**src/core/olpb_pkg.sv**
```systemverilog
// Purpose: shared constants and carrier types of the output latch / pulse / breaker-fail block
// Assumes: 10 MHz system clock, APB register access with 32-bit data
// Notes:   every offset, field position, reset value and time lives here, except the status bit order, which olpb_top sets
package olpb_pkg;
   // ------------------------------------------------------------
   // timing
   // ------------------------------------------------------------
   localparam int CLK_PERIOD_NS   = 100;
   localparam int MS_NS           = 1000000;
   localparam int TICK_CYCLES_DEF = MS_NS / CLK_PERIOD_NS;
   localparam int PULSE_LONG_MS   = 80;
   localparam int PULSE_SHORT_MS  = 40;
   localparam int PULSE_CNT_W     = 8;
   localparam int BF_MS_W         = 10;
   localparam logic [BF_MS_W-1:0] BF_MS_RESET = 10'h064; // 100 ms
   localparam logic [BF_MS_W-1:0] BF_MS_MIN   = 10'h064; // 100 ms
   localparam logic [BF_MS_W-1:0] BF_MS_MAX   = 10'h3e8; // 1000 ms

   // ------------------------------------------------------------
   // switch positions (index = switch number - 1)
   // ------------------------------------------------------------
   localparam int SW_COUNT     = 8;
   localparam int SW_LATCH_A   = 0;
   localparam int SW_LATCH_B   = 1;
   localparam int SW_SIG_SHORT = 2;
   localparam int SW_PWR_SHORT = 3;
   localparam int SW_BF_EN     = 4;
   localparam logic [SW_COUNT-1:0] SW_RESET = 8'h00;

   // ------------------------------------------------------------
   // register map (byte addresses) and fields
   // ------------------------------------------------------------
   localparam int ADDR_W = 12;
   localparam logic [ADDR_W-1:0] ADDR_SWITCHES  = 12'h000;
   localparam logic [ADDR_W-1:0] ADDR_SW_WRITE  = 12'h004;
   localparam logic [ADDR_W-1:0] ADDR_CHECKSUM  = 12'h008;
   localparam logic [ADDR_W-1:0] ADDR_BF_TIME   = 12'h00c;
   localparam logic [ADDR_W-1:0] ADDR_STATUS    = 12'h010;
   localparam int SWW_IDX_LSB = 0;
   localparam int SWW_IDX_MSB = 2;
   localparam int SWW_VAL_BIT = 8;
   localparam int STAT_W      = 8;

   // ------------------------------------------------------------
   // carriers and state types
   // ------------------------------------------------------------
   typedef struct packed {
      logic              psel;
      logic              penable;
      logic              pwrite;
      logic [ADDR_W-1:0] paddr;
      logic [31:0]       pwdata;
   } olpb_apb_req_t;

   typedef struct packed {
      logic [31:0] prdata;
      logic        pready;
      logic        pslverr;
   } olpb_apb_rsp_t;

   typedef struct packed {
      logic power_a_req;   // protection stage drives power_out_a
      logic power_b_req;   // protection stage drives power_out_b
      logic signal_a_req;
      logic signal_b_req;
      logic fault_present; // measured signal still above start value
   } olpb_trip_t;

   typedef struct packed {
      logic power_out_a;
      logic power_out_b;
      logic signal_out_a;
      logic signal_out_b;
   } olpb_out_t;

   typedef enum logic [1:0] {
      BF_IDLE,
      BF_TIMING,
      BF_OPERATE
   } olpb_bf_state_t;

   typedef struct packed {
      logic [PULSE_CNT_W-1:0] cnt;
      logic                   req_q;
      logic                   long_q;
      logic                   active;
   } olpb_stretch_t;

   typedef struct packed {
      logic [SW_COUNT-1:0] sw;
      logic [BF_MS_W-1:0]  bf_ms;
      olpb_bf_state_t      bf_state;
      logic [BF_MS_W-1:0]  bf_cnt;
      logic                bf_trip;
      logic                latched_a;
      logic                latched_b;
      olpb_out_t           outs;
      logic [31:0]         prdata;
      logic                pslverr;
      logic                rd_ok;
   } olpb_main_t;
endpackage : olpb_pkg

```
**src/core/olpb_ms_tick.sv**
```systemverilog
// Purpose: millisecond tick from the system clock
// Assumes: ce freezes the divider
// Notes:   tick is a one-cycle registered pulse every TICK_CYCLES enabled cycles
`timescale 1ns/1ps
`default_nettype none
module olpb_ms_tick #(
   parameter int TICK_CYCLES = olpb_pkg::TICK_CYCLES_DEF
) (
   input  wire logic clk,
   input  wire logic srst,
   input  wire logic ce,
   output var  logic tick
);
   localparam int CW = $clog2(TICK_CYCLES);
   localparam int GW = CW + 1; // spare bit so a whole period fits
   typedef struct packed {
      logic [CW-1:0] cnt;
      logic          tick;
   } olpb_tick_t;
   olpb_tick_t s;
   olpb_tick_t next_s;

   // divider wraps at the period end and flags the tick
   always_comb begin
      next_s = s;
      if (s.cnt == CW'(TICK_CYCLES - 1)) begin
         next_s.cnt  = '0;
         next_s.tick = 1'b1;
      end else begin
         next_s.cnt  = s.cnt + CW'(1);
         next_s.tick = 1'b0;
      end
   end

   always_ff @(posedge clk) begin
      if (srst) s <= '0;
      else if (ce) s <= next_s;
   end
   assign tick = s.tick;

   // helper: enabled cycles since the last tick
   logic [GW-1:0] gap;
   always_ff @(posedge clk) begin
      if (srst) gap <= '0;
      else if (ce) gap <= s.tick ? GW'(1) : gap + GW'(1);
   end
endmodule : olpb_ms_tick
`default_nettype wire

```
**src/core/olpb_pulse_stretch.sv**
```systemverilog
// Purpose: minimum pulse length for one output
// Assumes: tick is the ms tick, ce freezes state
// Notes:   loads min+1 ms so a tick right after the rise cannot cut the pulse short
`timescale 1ns/1ps
`default_nettype none
module olpb_pulse_stretch (
   input  wire logic clk,
   input  wire logic srst,
   input  wire logic ce,
   input  wire logic tick,
   input  wire logic req,
   input  wire logic short_sel,
   output var  logic active
);
   olpb_pkg::olpb_stretch_t s;
   olpb_pkg::olpb_stretch_t next_s;
   localparam int PULSE_CNT_W = olpb_pkg::PULSE_CNT_W;

   // load on the request's rise, count ms down, hold while requested
   always_comb begin
      next_s = s;
      next_s.req_q = req;
      if (req && !s.req_q) begin
         next_s.long_q = !short_sel;
         next_s.cnt    = short_sel ? PULSE_CNT_W'(olpb_pkg::PULSE_SHORT_MS + 1)
                                   : PULSE_CNT_W'(olpb_pkg::PULSE_LONG_MS + 1);
      end else if (tick && s.cnt != '0) begin
         next_s.cnt = s.cnt - PULSE_CNT_W'(1);
      end
      next_s.active = req || (next_s.cnt != '0);
   end

   always_ff @(posedge clk) begin
      if (srst) s <= '0;
      else if (ce) s <= next_s;
   end
   assign active = s.active;

   // helper: ms ticks seen while the output stands
   logic [7:0] held;
   always_ff @(posedge clk) begin
      if (srst || !s.active) held <= '0;
      else if (ce && tick && held != 8'hff) held <= held + 8'h01;
   end
endmodule : olpb_pulse_stretch
`default_nettype wire

```
**src/core/olpb_top.sv**
```systemverilog
// Purpose: output configuration of a protection relay: latching, minimum pulse, breaker fail
// Assumes: 10 MHz clk, synchronous srst, APB slave with 32-bit data, trip inputs synchronous
// Notes:   outputs are registered; a trip reaches its contact two cycles after the request
//
// Notes on behaviour
// - The checksum is the sum of each switch position times weight 2^(n-1), 1 up to 128.
// - Each switch can be written alone without disturbing the other seven.
// - Switch 1 selects latching for power_out_a, switch 2 for power_out_b.
// - With the latch switch at 0 the power output drops once its tripping signal falls.
// - With the latch switch at 1 the power output stays on until it is unlatched.
// - An unlatch command from the operator panel clears a latched power output.
// - Signal outputs are held at least 80 ms with switch 3 at 0 and 40 ms with it at 1.
// - Power outputs are held at least 80 ms with switch 4 at 0 and 40 ms with it at 1.
// - Latching of a power output overrides its minimum pulse length.
// - With switch 5 at 0 the breaker-fail timer is off and never drives power_out_b.
// - With switch 5 at 1 a trip on power_out_a starts a timer that trips power_out_b.
// - After reset all switches read 0 and the checksum is 0; switches 6 to 8 do nothing.
//
// Added by the designer: the APB register port and the register offsets.
`timescale 1ns/1ps
`default_nettype none
module olpb_top #(
   parameter int TICK_CYCLES = olpb_pkg::TICK_CYCLES_DEF
) (
   input  wire logic                    clk,
   input  wire logic                    srst,
   input  wire logic                    ce,
   input  wire olpb_pkg::olpb_apb_req_t apb_req,
   output var  olpb_pkg::olpb_apb_rsp_t apb_rsp,
   input  wire olpb_pkg::olpb_trip_t    trip,
   input  wire logic                    unlatch_cmd,
   output var  olpb_pkg::olpb_out_t     outs
);
   // ------------------------------------------------------------
   // state and reset value
   // ------------------------------------------------------------
   localparam olpb_pkg::olpb_main_t MAIN_RESET = '{
      sw:        olpb_pkg::SW_RESET,
      bf_ms:     olpb_pkg::BF_MS_RESET,
      bf_state:  olpb_pkg::BF_IDLE,
      bf_cnt:    '0,
      bf_trip:   1'b0,
      latched_a: 1'b0,
      latched_b: 1'b0,
      outs:      '0,
      prdata:    '0,
      pslverr:   1'b0,
      rd_ok:     1'b0
   };

   olpb_pkg::olpb_main_t s;
   olpb_pkg::olpb_main_t next_s;
   logic                 tick;
   logic                 str_pa;
   logic                 str_pb;
   logic                 str_sa;
   logic                 str_sb;
   logic                 pready;
   logic                 done;
   logic                 wr;
   logic                 hit;
   logic [31:0]          rd_mux;
   logic [7:0]           checksum;

   // ------------------------------------------------------------
   // checksum
   // ------------------------------------------------------------
   // weighted sum kept explicit so it stays right if the layout ever changes
   function automatic logic [7:0] olpb_sum(input logic [7:0] sw);
      logic [7:0] acc;
      acc = '0;
      for (int i = 0; i < olpb_pkg::SW_COUNT; i++) begin
         if (sw[i]) acc = acc + 8'(1 << i);
      end
      return acc;
   endfunction : olpb_sum

   assign checksum = olpb_sum(s.sw);

   // ------------------------------------------------------------
   // leaves: ms tick and four minimum-pulse stretchers
   // ------------------------------------------------------------
   olpb_ms_tick #(
      .TICK_CYCLES (TICK_CYCLES)
   ) u_tick (
      .clk  (clk),
      .srst (srst),
      .ce   (ce),
      .tick (tick)
   );

   // breaker-fail trip joins the stage request for power_out_b
   olpb_pulse_stretch u_str_pa (
      .clk       (clk),
      .srst      (srst),
      .ce        (ce),
      .tick      (tick),
      .req       (trip.power_a_req),
      .short_sel (s.sw[olpb_pkg::SW_PWR_SHORT]),
      .active    (str_pa)
   );
   olpb_pulse_stretch u_str_pb (
      .clk       (clk),
      .srst      (srst),
      .ce        (ce),
      .tick      (tick),
      .req       (trip.power_b_req | s.bf_trip),
      .short_sel (s.sw[olpb_pkg::SW_PWR_SHORT]),
      .active    (str_pb)
   );
   olpb_pulse_stretch u_str_sa (
      .clk       (clk),
      .srst      (srst),
      .ce        (ce),
      .tick      (tick),
      .req       (trip.signal_a_req),
      .short_sel (s.sw[olpb_pkg::SW_SIG_SHORT]),
      .active    (str_sa)
   );
   olpb_pulse_stretch u_str_sb (
      .clk       (clk),
      .srst      (srst),
      .ce        (ce),
      .tick      (tick),
      .req       (trip.signal_b_req),
      .short_sel (s.sw[olpb_pkg::SW_SIG_SHORT]),
      .active    (str_sb)
   );

   // ------------------------------------------------------------
   // apb slave
   // ------------------------------------------------------------
   // read data is captured a cycle ahead so prdata comes from a flop
   assign pready  = ce & apb_req.psel & apb_req.penable & s.rd_ok;
   assign done    = apb_req.psel & apb_req.penable & pready;
   assign wr      = done & apb_req.pwrite;
   assign apb_rsp = '{prdata: s.prdata, pready: pready, pslverr: s.pslverr};

   // read mux and address decode; unmapped reads zero and flags an error
   always_comb begin
      rd_mux = '0;
      hit    = 1'b1;
      case (apb_req.paddr)
         olpb_pkg::ADDR_SWITCHES: rd_mux[olpb_pkg::SW_COUNT-1:0] = s.sw;
         olpb_pkg::ADDR_SW_WRITE: rd_mux = '0;
         olpb_pkg::ADDR_CHECKSUM: rd_mux[7:0] = checksum;
         olpb_pkg::ADDR_BF_TIME:  rd_mux[olpb_pkg::BF_MS_W-1:0] = s.bf_ms;
         olpb_pkg::ADDR_STATUS:   rd_mux[olpb_pkg::STAT_W-1:0] = {
            s.bf_state == olpb_pkg::BF_OPERATE,
            s.bf_state == olpb_pkg::BF_TIMING,
            s.latched_b, s.latched_a,
            s.outs.signal_out_b, s.outs.signal_out_a,
            s.outs.power_out_b, s.outs.power_out_a};
         default: hit = 1'b0;
      endcase
   end

   // ------------------------------------------------------------
   // next state
   // ------------------------------------------------------------
   always_comb begin
      next_s = s;

      // capture answer during setup and any waiting access cycle
      if (apb_req.psel && !done) begin
         next_s.prdata  = rd_mux;
         next_s.pslverr = !hit;
         next_s.rd_ok   = 1'b1;
      end else begin
         next_s.rd_ok   = 1'b0;
      end

      // register writes take effect only at the completing edge
      if (wr) begin
         case (apb_req.paddr)
            olpb_pkg::ADDR_SWITCHES:
               next_s.sw = apb_req.pwdata[olpb_pkg::SW_COUNT-1:0];
            olpb_pkg::ADDR_SW_WRITE: // single switch, others untouched
               next_s.sw[apb_req.pwdata[olpb_pkg::SWW_IDX_MSB:olpb_pkg::SWW_IDX_LSB]] =
                  apb_req.pwdata[olpb_pkg::SWW_VAL_BIT];
            olpb_pkg::ADDR_BF_TIME: begin
               // operate time is clamped to its legal range
               if (apb_req.pwdata < 32'(olpb_pkg::BF_MS_MIN))
                  next_s.bf_ms = olpb_pkg::BF_MS_MIN;
               else if (apb_req.pwdata > 32'(olpb_pkg::BF_MS_MAX))
                  next_s.bf_ms = olpb_pkg::BF_MS_MAX;
               else
                  next_s.bf_ms = apb_req.pwdata[olpb_pkg::BF_MS_W-1:0];
            end
            default: ;
         endcase
      end

      // latch: a live request sets, unlatch clears, set wins
      next_s.latched_a = s.sw[olpb_pkg::SW_LATCH_A] &
                         (trip.power_a_req | (s.latched_a & ~unlatch_cmd));
      next_s.latched_b = s.sw[olpb_pkg::SW_LATCH_B] &
                         (trip.power_b_req | s.bf_trip | (s.latched_b & ~unlatch_cmd));

      // breaker-fail timer counts ms while the fault stays
      case (s.bf_state)
         olpb_pkg::BF_IDLE: begin
            if (trip.power_a_req && trip.fault_present) begin
               next_s.bf_state = olpb_pkg::BF_TIMING;
               next_s.bf_cnt   = '0;
            end
         end
         olpb_pkg::BF_TIMING: begin
            if (!trip.fault_present) begin
               next_s.bf_state = olpb_pkg::BF_IDLE;
            end else if (tick) begin
               if (s.bf_cnt + 10'h001 >= s.bf_ms) next_s.bf_state = olpb_pkg::BF_OPERATE;
               else next_s.bf_cnt = s.bf_cnt + 10'h001;
            end
         end
         olpb_pkg::BF_OPERATE: begin
            if (!trip.fault_present) next_s.bf_state = olpb_pkg::BF_IDLE;
         end
         default: next_s.bf_state = olpb_pkg::BF_IDLE;
      endcase
      if (!s.sw[olpb_pkg::SW_BF_EN]) next_s.bf_state = olpb_pkg::BF_IDLE;
      next_s.bf_trip = (next_s.bf_state == olpb_pkg::BF_OPERATE);

      // latched state overrides the pulse stretcher on power outputs
      next_s.outs.power_out_a  = str_pa | s.latched_a;
      next_s.outs.power_out_b  = str_pb | s.latched_b;
      next_s.outs.signal_out_a = str_sa;
      next_s.outs.signal_out_b = str_sb;
   end

   // reset wins over ce so a frozen block still comes up clean
   always_ff @(posedge clk) begin
      if (srst) s <= MAIN_RESET;
      else if (ce) s <= next_s;
   end
   assign outs = s.outs;
endmodule : olpb_top
`default_nettype wire

```
**config.mk**
```make
export PLATFORM = sky130hd
export DESIGN_NAME = olpb_top
export DESIGN_NICKNAME = d
export VERILOG_FILES = /design/src/core/olpb_pkg.sv /design/src/core/olpb_ms_tick.sv /design/src/core/olpb_pulse_stretch.sv /design/src/core/olpb_top.sv
export SDC_FILE = /design/constraint.sdc
export NUM_CORES = 1
export LEC_CHECK = 0
export ABC_AREA = 1
export ABC_CLOCK_PERIOD_IN_PS = 6200
export BUFFER_PORTS_ARGS = -buffer_cell sky130_fd_sc_hd__buf_4
export CAP_MARGIN = 25
export CELL_PAD_IN_SITES_DETAIL_PLACEMENT = 0
export CELL_PAD_IN_SITES_GLOBAL_PLACEMENT = 1
export CORE_ASPECT_RATIO = 0.6
export CORE_MARGIN = 4
export CORE_UTILIZATION = 44
export DETAILED_ROUTE_END_ITERATION = 10
export PLACE_DENSITY_LB_ADDON = 0.1
export SLEW_MARGIN = 20
export SYNTH_ARGS = -nofsm -noshare
export SYNTH_HDL_FRONTEND = slang
export SYNTH_SLANG_ARGS = --single-unit
```
**constraint.sdc**
```tcl
create_clock -name clk -period 6.2 [get_ports clk]
set_input_delay 0.62 -clock clk [delete_from_list [all_inputs] [get_ports clk]]
set_output_delay 0.62 -clock clk [all_outputs]
set_load 0.03 [all_outputs]
```
==> results.md <==
- Outcome: complete, no violations
- Ys async rst share: 0%
- Placed Area: 7170 um2
- Synth Instances: roughly 1000
- WP data arrival: 3.05 ns
- Setup crit start kind: flip-flop
- Flops & latches, synth: 104
- Worst setup margin: ~3.4 ns
- Placer Congestion: about 0.87
- HP Class: flip-flop to flip-flop
- Overflow after GRT: 0
- Die width: ~170 um
- GRT Util Overall: about a fifth
- EDFF count, synth: 0
- Critical path class: flip-flop to flip-flop
- Cts repair resizes: 0
- Avg Cell Area, Syn: ~6.6 um2
- Cell count after placement: between 1000 and 1500
- DR iter-0 viols: 615
- Layout Cells excl Fill: 1254
- DPL Wire Length: roughly 14 mm
- Fin. Hold Viols: 0
- RSZ-0062 raised after global routing: no
- Post-route cell area: between 7000 and 8000 um2
- Share of cells above drive strength 1: between 10% and 20%
- Top post-synthesis cells by area: dfxtp_1 31%, nand2_1 12%, a21oi_1 7.0%
- Fin crit share: 45.4%
- Clock slew at reported path FFs: around 0.07 ns
- Final Core Density: between 50% and 60%
- Final setup vio count: 0
- Slew Limit Headroom: 42.2%
- # clock sinks: 104
- Via-per-instance ratio: ~5
- CP Capture Type: flip-flop
- First-pass GRT wire length: roughly 29 mm
- Sequential area share after synthesis: a little under a third
- Cell variety after synth: 45
- Share of the synthesized area in the top cell type: 30.9%
- Maximum clock frequency: 356 MHz
- Synth Flop Type: dfxtp_1
- Cell area power density: about 220 nW/um2
- Root Driver: clkbuf_16
- CP delay by family, top: simple AND/OR/NAND/NOR gates
- Initial antenna violation count: 0
- Yosys warns: 0
- Core area: about 15000 um2
- Routed Antenna Nets: 0
- Num ports: 94
- Detailed Routing Iterations Pass 1: 5
- CTS tree: done
- Total of max-cap violations: 0
- Max VDD drop: 0.129 mV
- Max incr delay on CP: between 0.4 and 0.5 ns
- Total wire length: between 15 and 20 mm
- DIE AREA: between 15000 and 20000 um2
- Place WS: ~3.3 ns
- Worst Skew: around 0.0090 ns
- Setup Fix Bufs, Post-CTS: 0
- Yosys top cell by area: dfxtp_1
- Vias in the first global route: 5527
- CTS Buf Count: 9
- Largest net degree at the start of global routing: a little over 70
- Post-Syn Area: slightly below 7000 um2
- Port buffer count: 71
- DRC: 0
- H-tree level count: 3
- Most used cell, CP: nand2_1
- Slowest-stage cell, CP: dfxtp_1
- # fillers: 1515
- DR vias: 6427
- Final Slew Violations: 0
- CP max FO: 12
- P&R area growth vs syn: 11.4%
- Layout Nets: about 1100
- Critical Path, Cell by Cell: ha_1 -> nand2_1 -> inv_2 -> nand4_1 -> nor2_1 -> inv_2 -> nor2_4 -> xor2_2 -> ha_1 -> nand2_1 -> nor2_1 -> nand3_1 -> nand3_1 -> o21ai_1 -> nand2_2 -> inv_2 -> nand2_1 -> nand2_1 -> nor2_1
- Leak: about 0.0032 uW
- Row Count: 34
- Worst Path Buf+Inv: 3
- Max clock buf depth: 2
- Worst slew pin tran: ~0.87 ns
- CP required: roughly 6.4 ns
- Die Height: ~100 um
- ANT cells: 0
- Clk Latency, worst-skew pair: around 0.35 ns
- Post-Route Setup TNS: 0 ns
- WL/cell: ~14 um
- Min Tclk post-route: 2.81 ns
- Initial core utilization: between 40% and 50%
- Hold_buf cts: 0
[report_power, final]
part	internal, uW	switching (uW)
logic	103	185
clock network	366	257
registers	695	26.6
total	1160	468
[worst paths after layout]
| path | startpoint | cells past startpoint | slack (ns) | endpoint |
|---|---|---|---|---|
| min reg2reg | u_str_sa.active$_SDFFE_PP0P_ | 2 | 0.47 | outs[1]$_SDFFE_PP0P_ |
| min | u_str_sa.active$_SDFFE_PP0P_ | 2 | 0.47 | outs[1]$_SDFFE_PP0P_ |
| max reg2reg | s[41]$_SDFFE_PP0P_ | 19 | 3.39 | s[43]$_SDFFE_PP0P_ |
| max | s[41]$_SDFFE_PP0P_ | 19 | 3.39 | s[43]$_SDFFE_PP0P_ |
[placed cells by master, fill, tap and decap left out, types with 22 or more instances in the layout]
cell     count
conb_1      22
dfxtp_1    104
nor2_1     102
a21oi_1     94
nor3_1      26
o21ai_0     71
nand2_1    215
nand3_1     61
inv_1       90
buf_4       72
[synth_stat cells (2+ instances only)]
cell type	instances
nor3_1	26
nor2_1	102
nand3b_1	3
clkinv_1	4
nand3_1	61
nor4_2	2
nor2_2	10
or2_1	4
o21a_1	6
dfxtp_1	104
buf_4	41
nand2_1	215
xnor2_1	4
ha_1	20
buf_2	3
inv_1	90
a21oi_2	8
nor3_2	3
a31oi_1	4
o21ai_1	14
inv_2	18
nand4_1	14
xor2_1	15
a211oi_1	8
o211ai_1	9
clkbuf_1	21
buf_6	2
a21oi_1	94
nand2_2	9
or2_2	4
o21ai_0	71
nor4_1	3
nand2_4	3
nor2_4	8
[metrics by stage]
step                      power [uW]  hold slack, ns
after global routing            1720           0.487
after global placement          1020           0.449
final                           1630           0.466
after detailed placement        1020           0.453
after floorplan                  954           0.434
after CTS                       1650           0.466
[state kept, by name, summed over array words and instances, names as in the netlist]
name             cells
apb_rsp             11
outs                 4
s                   34
u_str_pa.active      1
u_str_pa.s           9
u_str_pb.active      1
u_str_pb.s           9
u_str_sa.active      1
u_str_sa.s           9
u_str_sb.active      1
u_str_sb.s           9
u_tick.s            14
u_tick.tick          1
[per-layer routing]
metal  wire length (um)  up-vias  part of all wire [%]  track usage, %
met5                  0        -                     0               0
met4                121        0                  0.67            3.07
met3               1210       12                   6.7            3.69
met2               6770      195                    37            26.2
met1              10100     2874                    55            34.6
li1                   -     3346                     -               -
[cell families (layout without fill, tap and decap cells)]
kind of cell / Yosys count / in the layout / synth area share, %
xor+xnor: 20 / 20 / 2.71
other cells: 1 / 22 / 0.0557
simple gates: 472 / 472 / 32.1
compound gates: 217 / 217 / 17.8
fa+ha+maj: 20 / 20 / 3.72
flops: 104 / 104 / 30.9
buf+inv: 180 / 201 / 12.6
[worst reg2reg max path: cells and delay by family, from the launching register on]
family,cells,cell delay (ns)
buffers and inverters,3,0.35
DFF,1,0.45
adders and majority gates,2,0.47
and+or+nand+nor,12,1.08
xor gates and xnor gates,1,0.18
AOI/OAI and AO/OA,1,0.17
[area by class of cell]
type | instances | area, um2 | area share [%]
well taps | 198 | 248 | 3.31
repair buffers | 72 | 541 | 7.21
clock inverters | 5 | 78.8 | 1.05
flip-flops and latches | 104 | 2080 | 27.8
clock buffers | 11 | 243 | 3.24
inverters | 113 | 427 | 5.69
multi-input cells | 751 | 3870 | 51.7
Note: power is estimated with default switching activity, not from simulation.
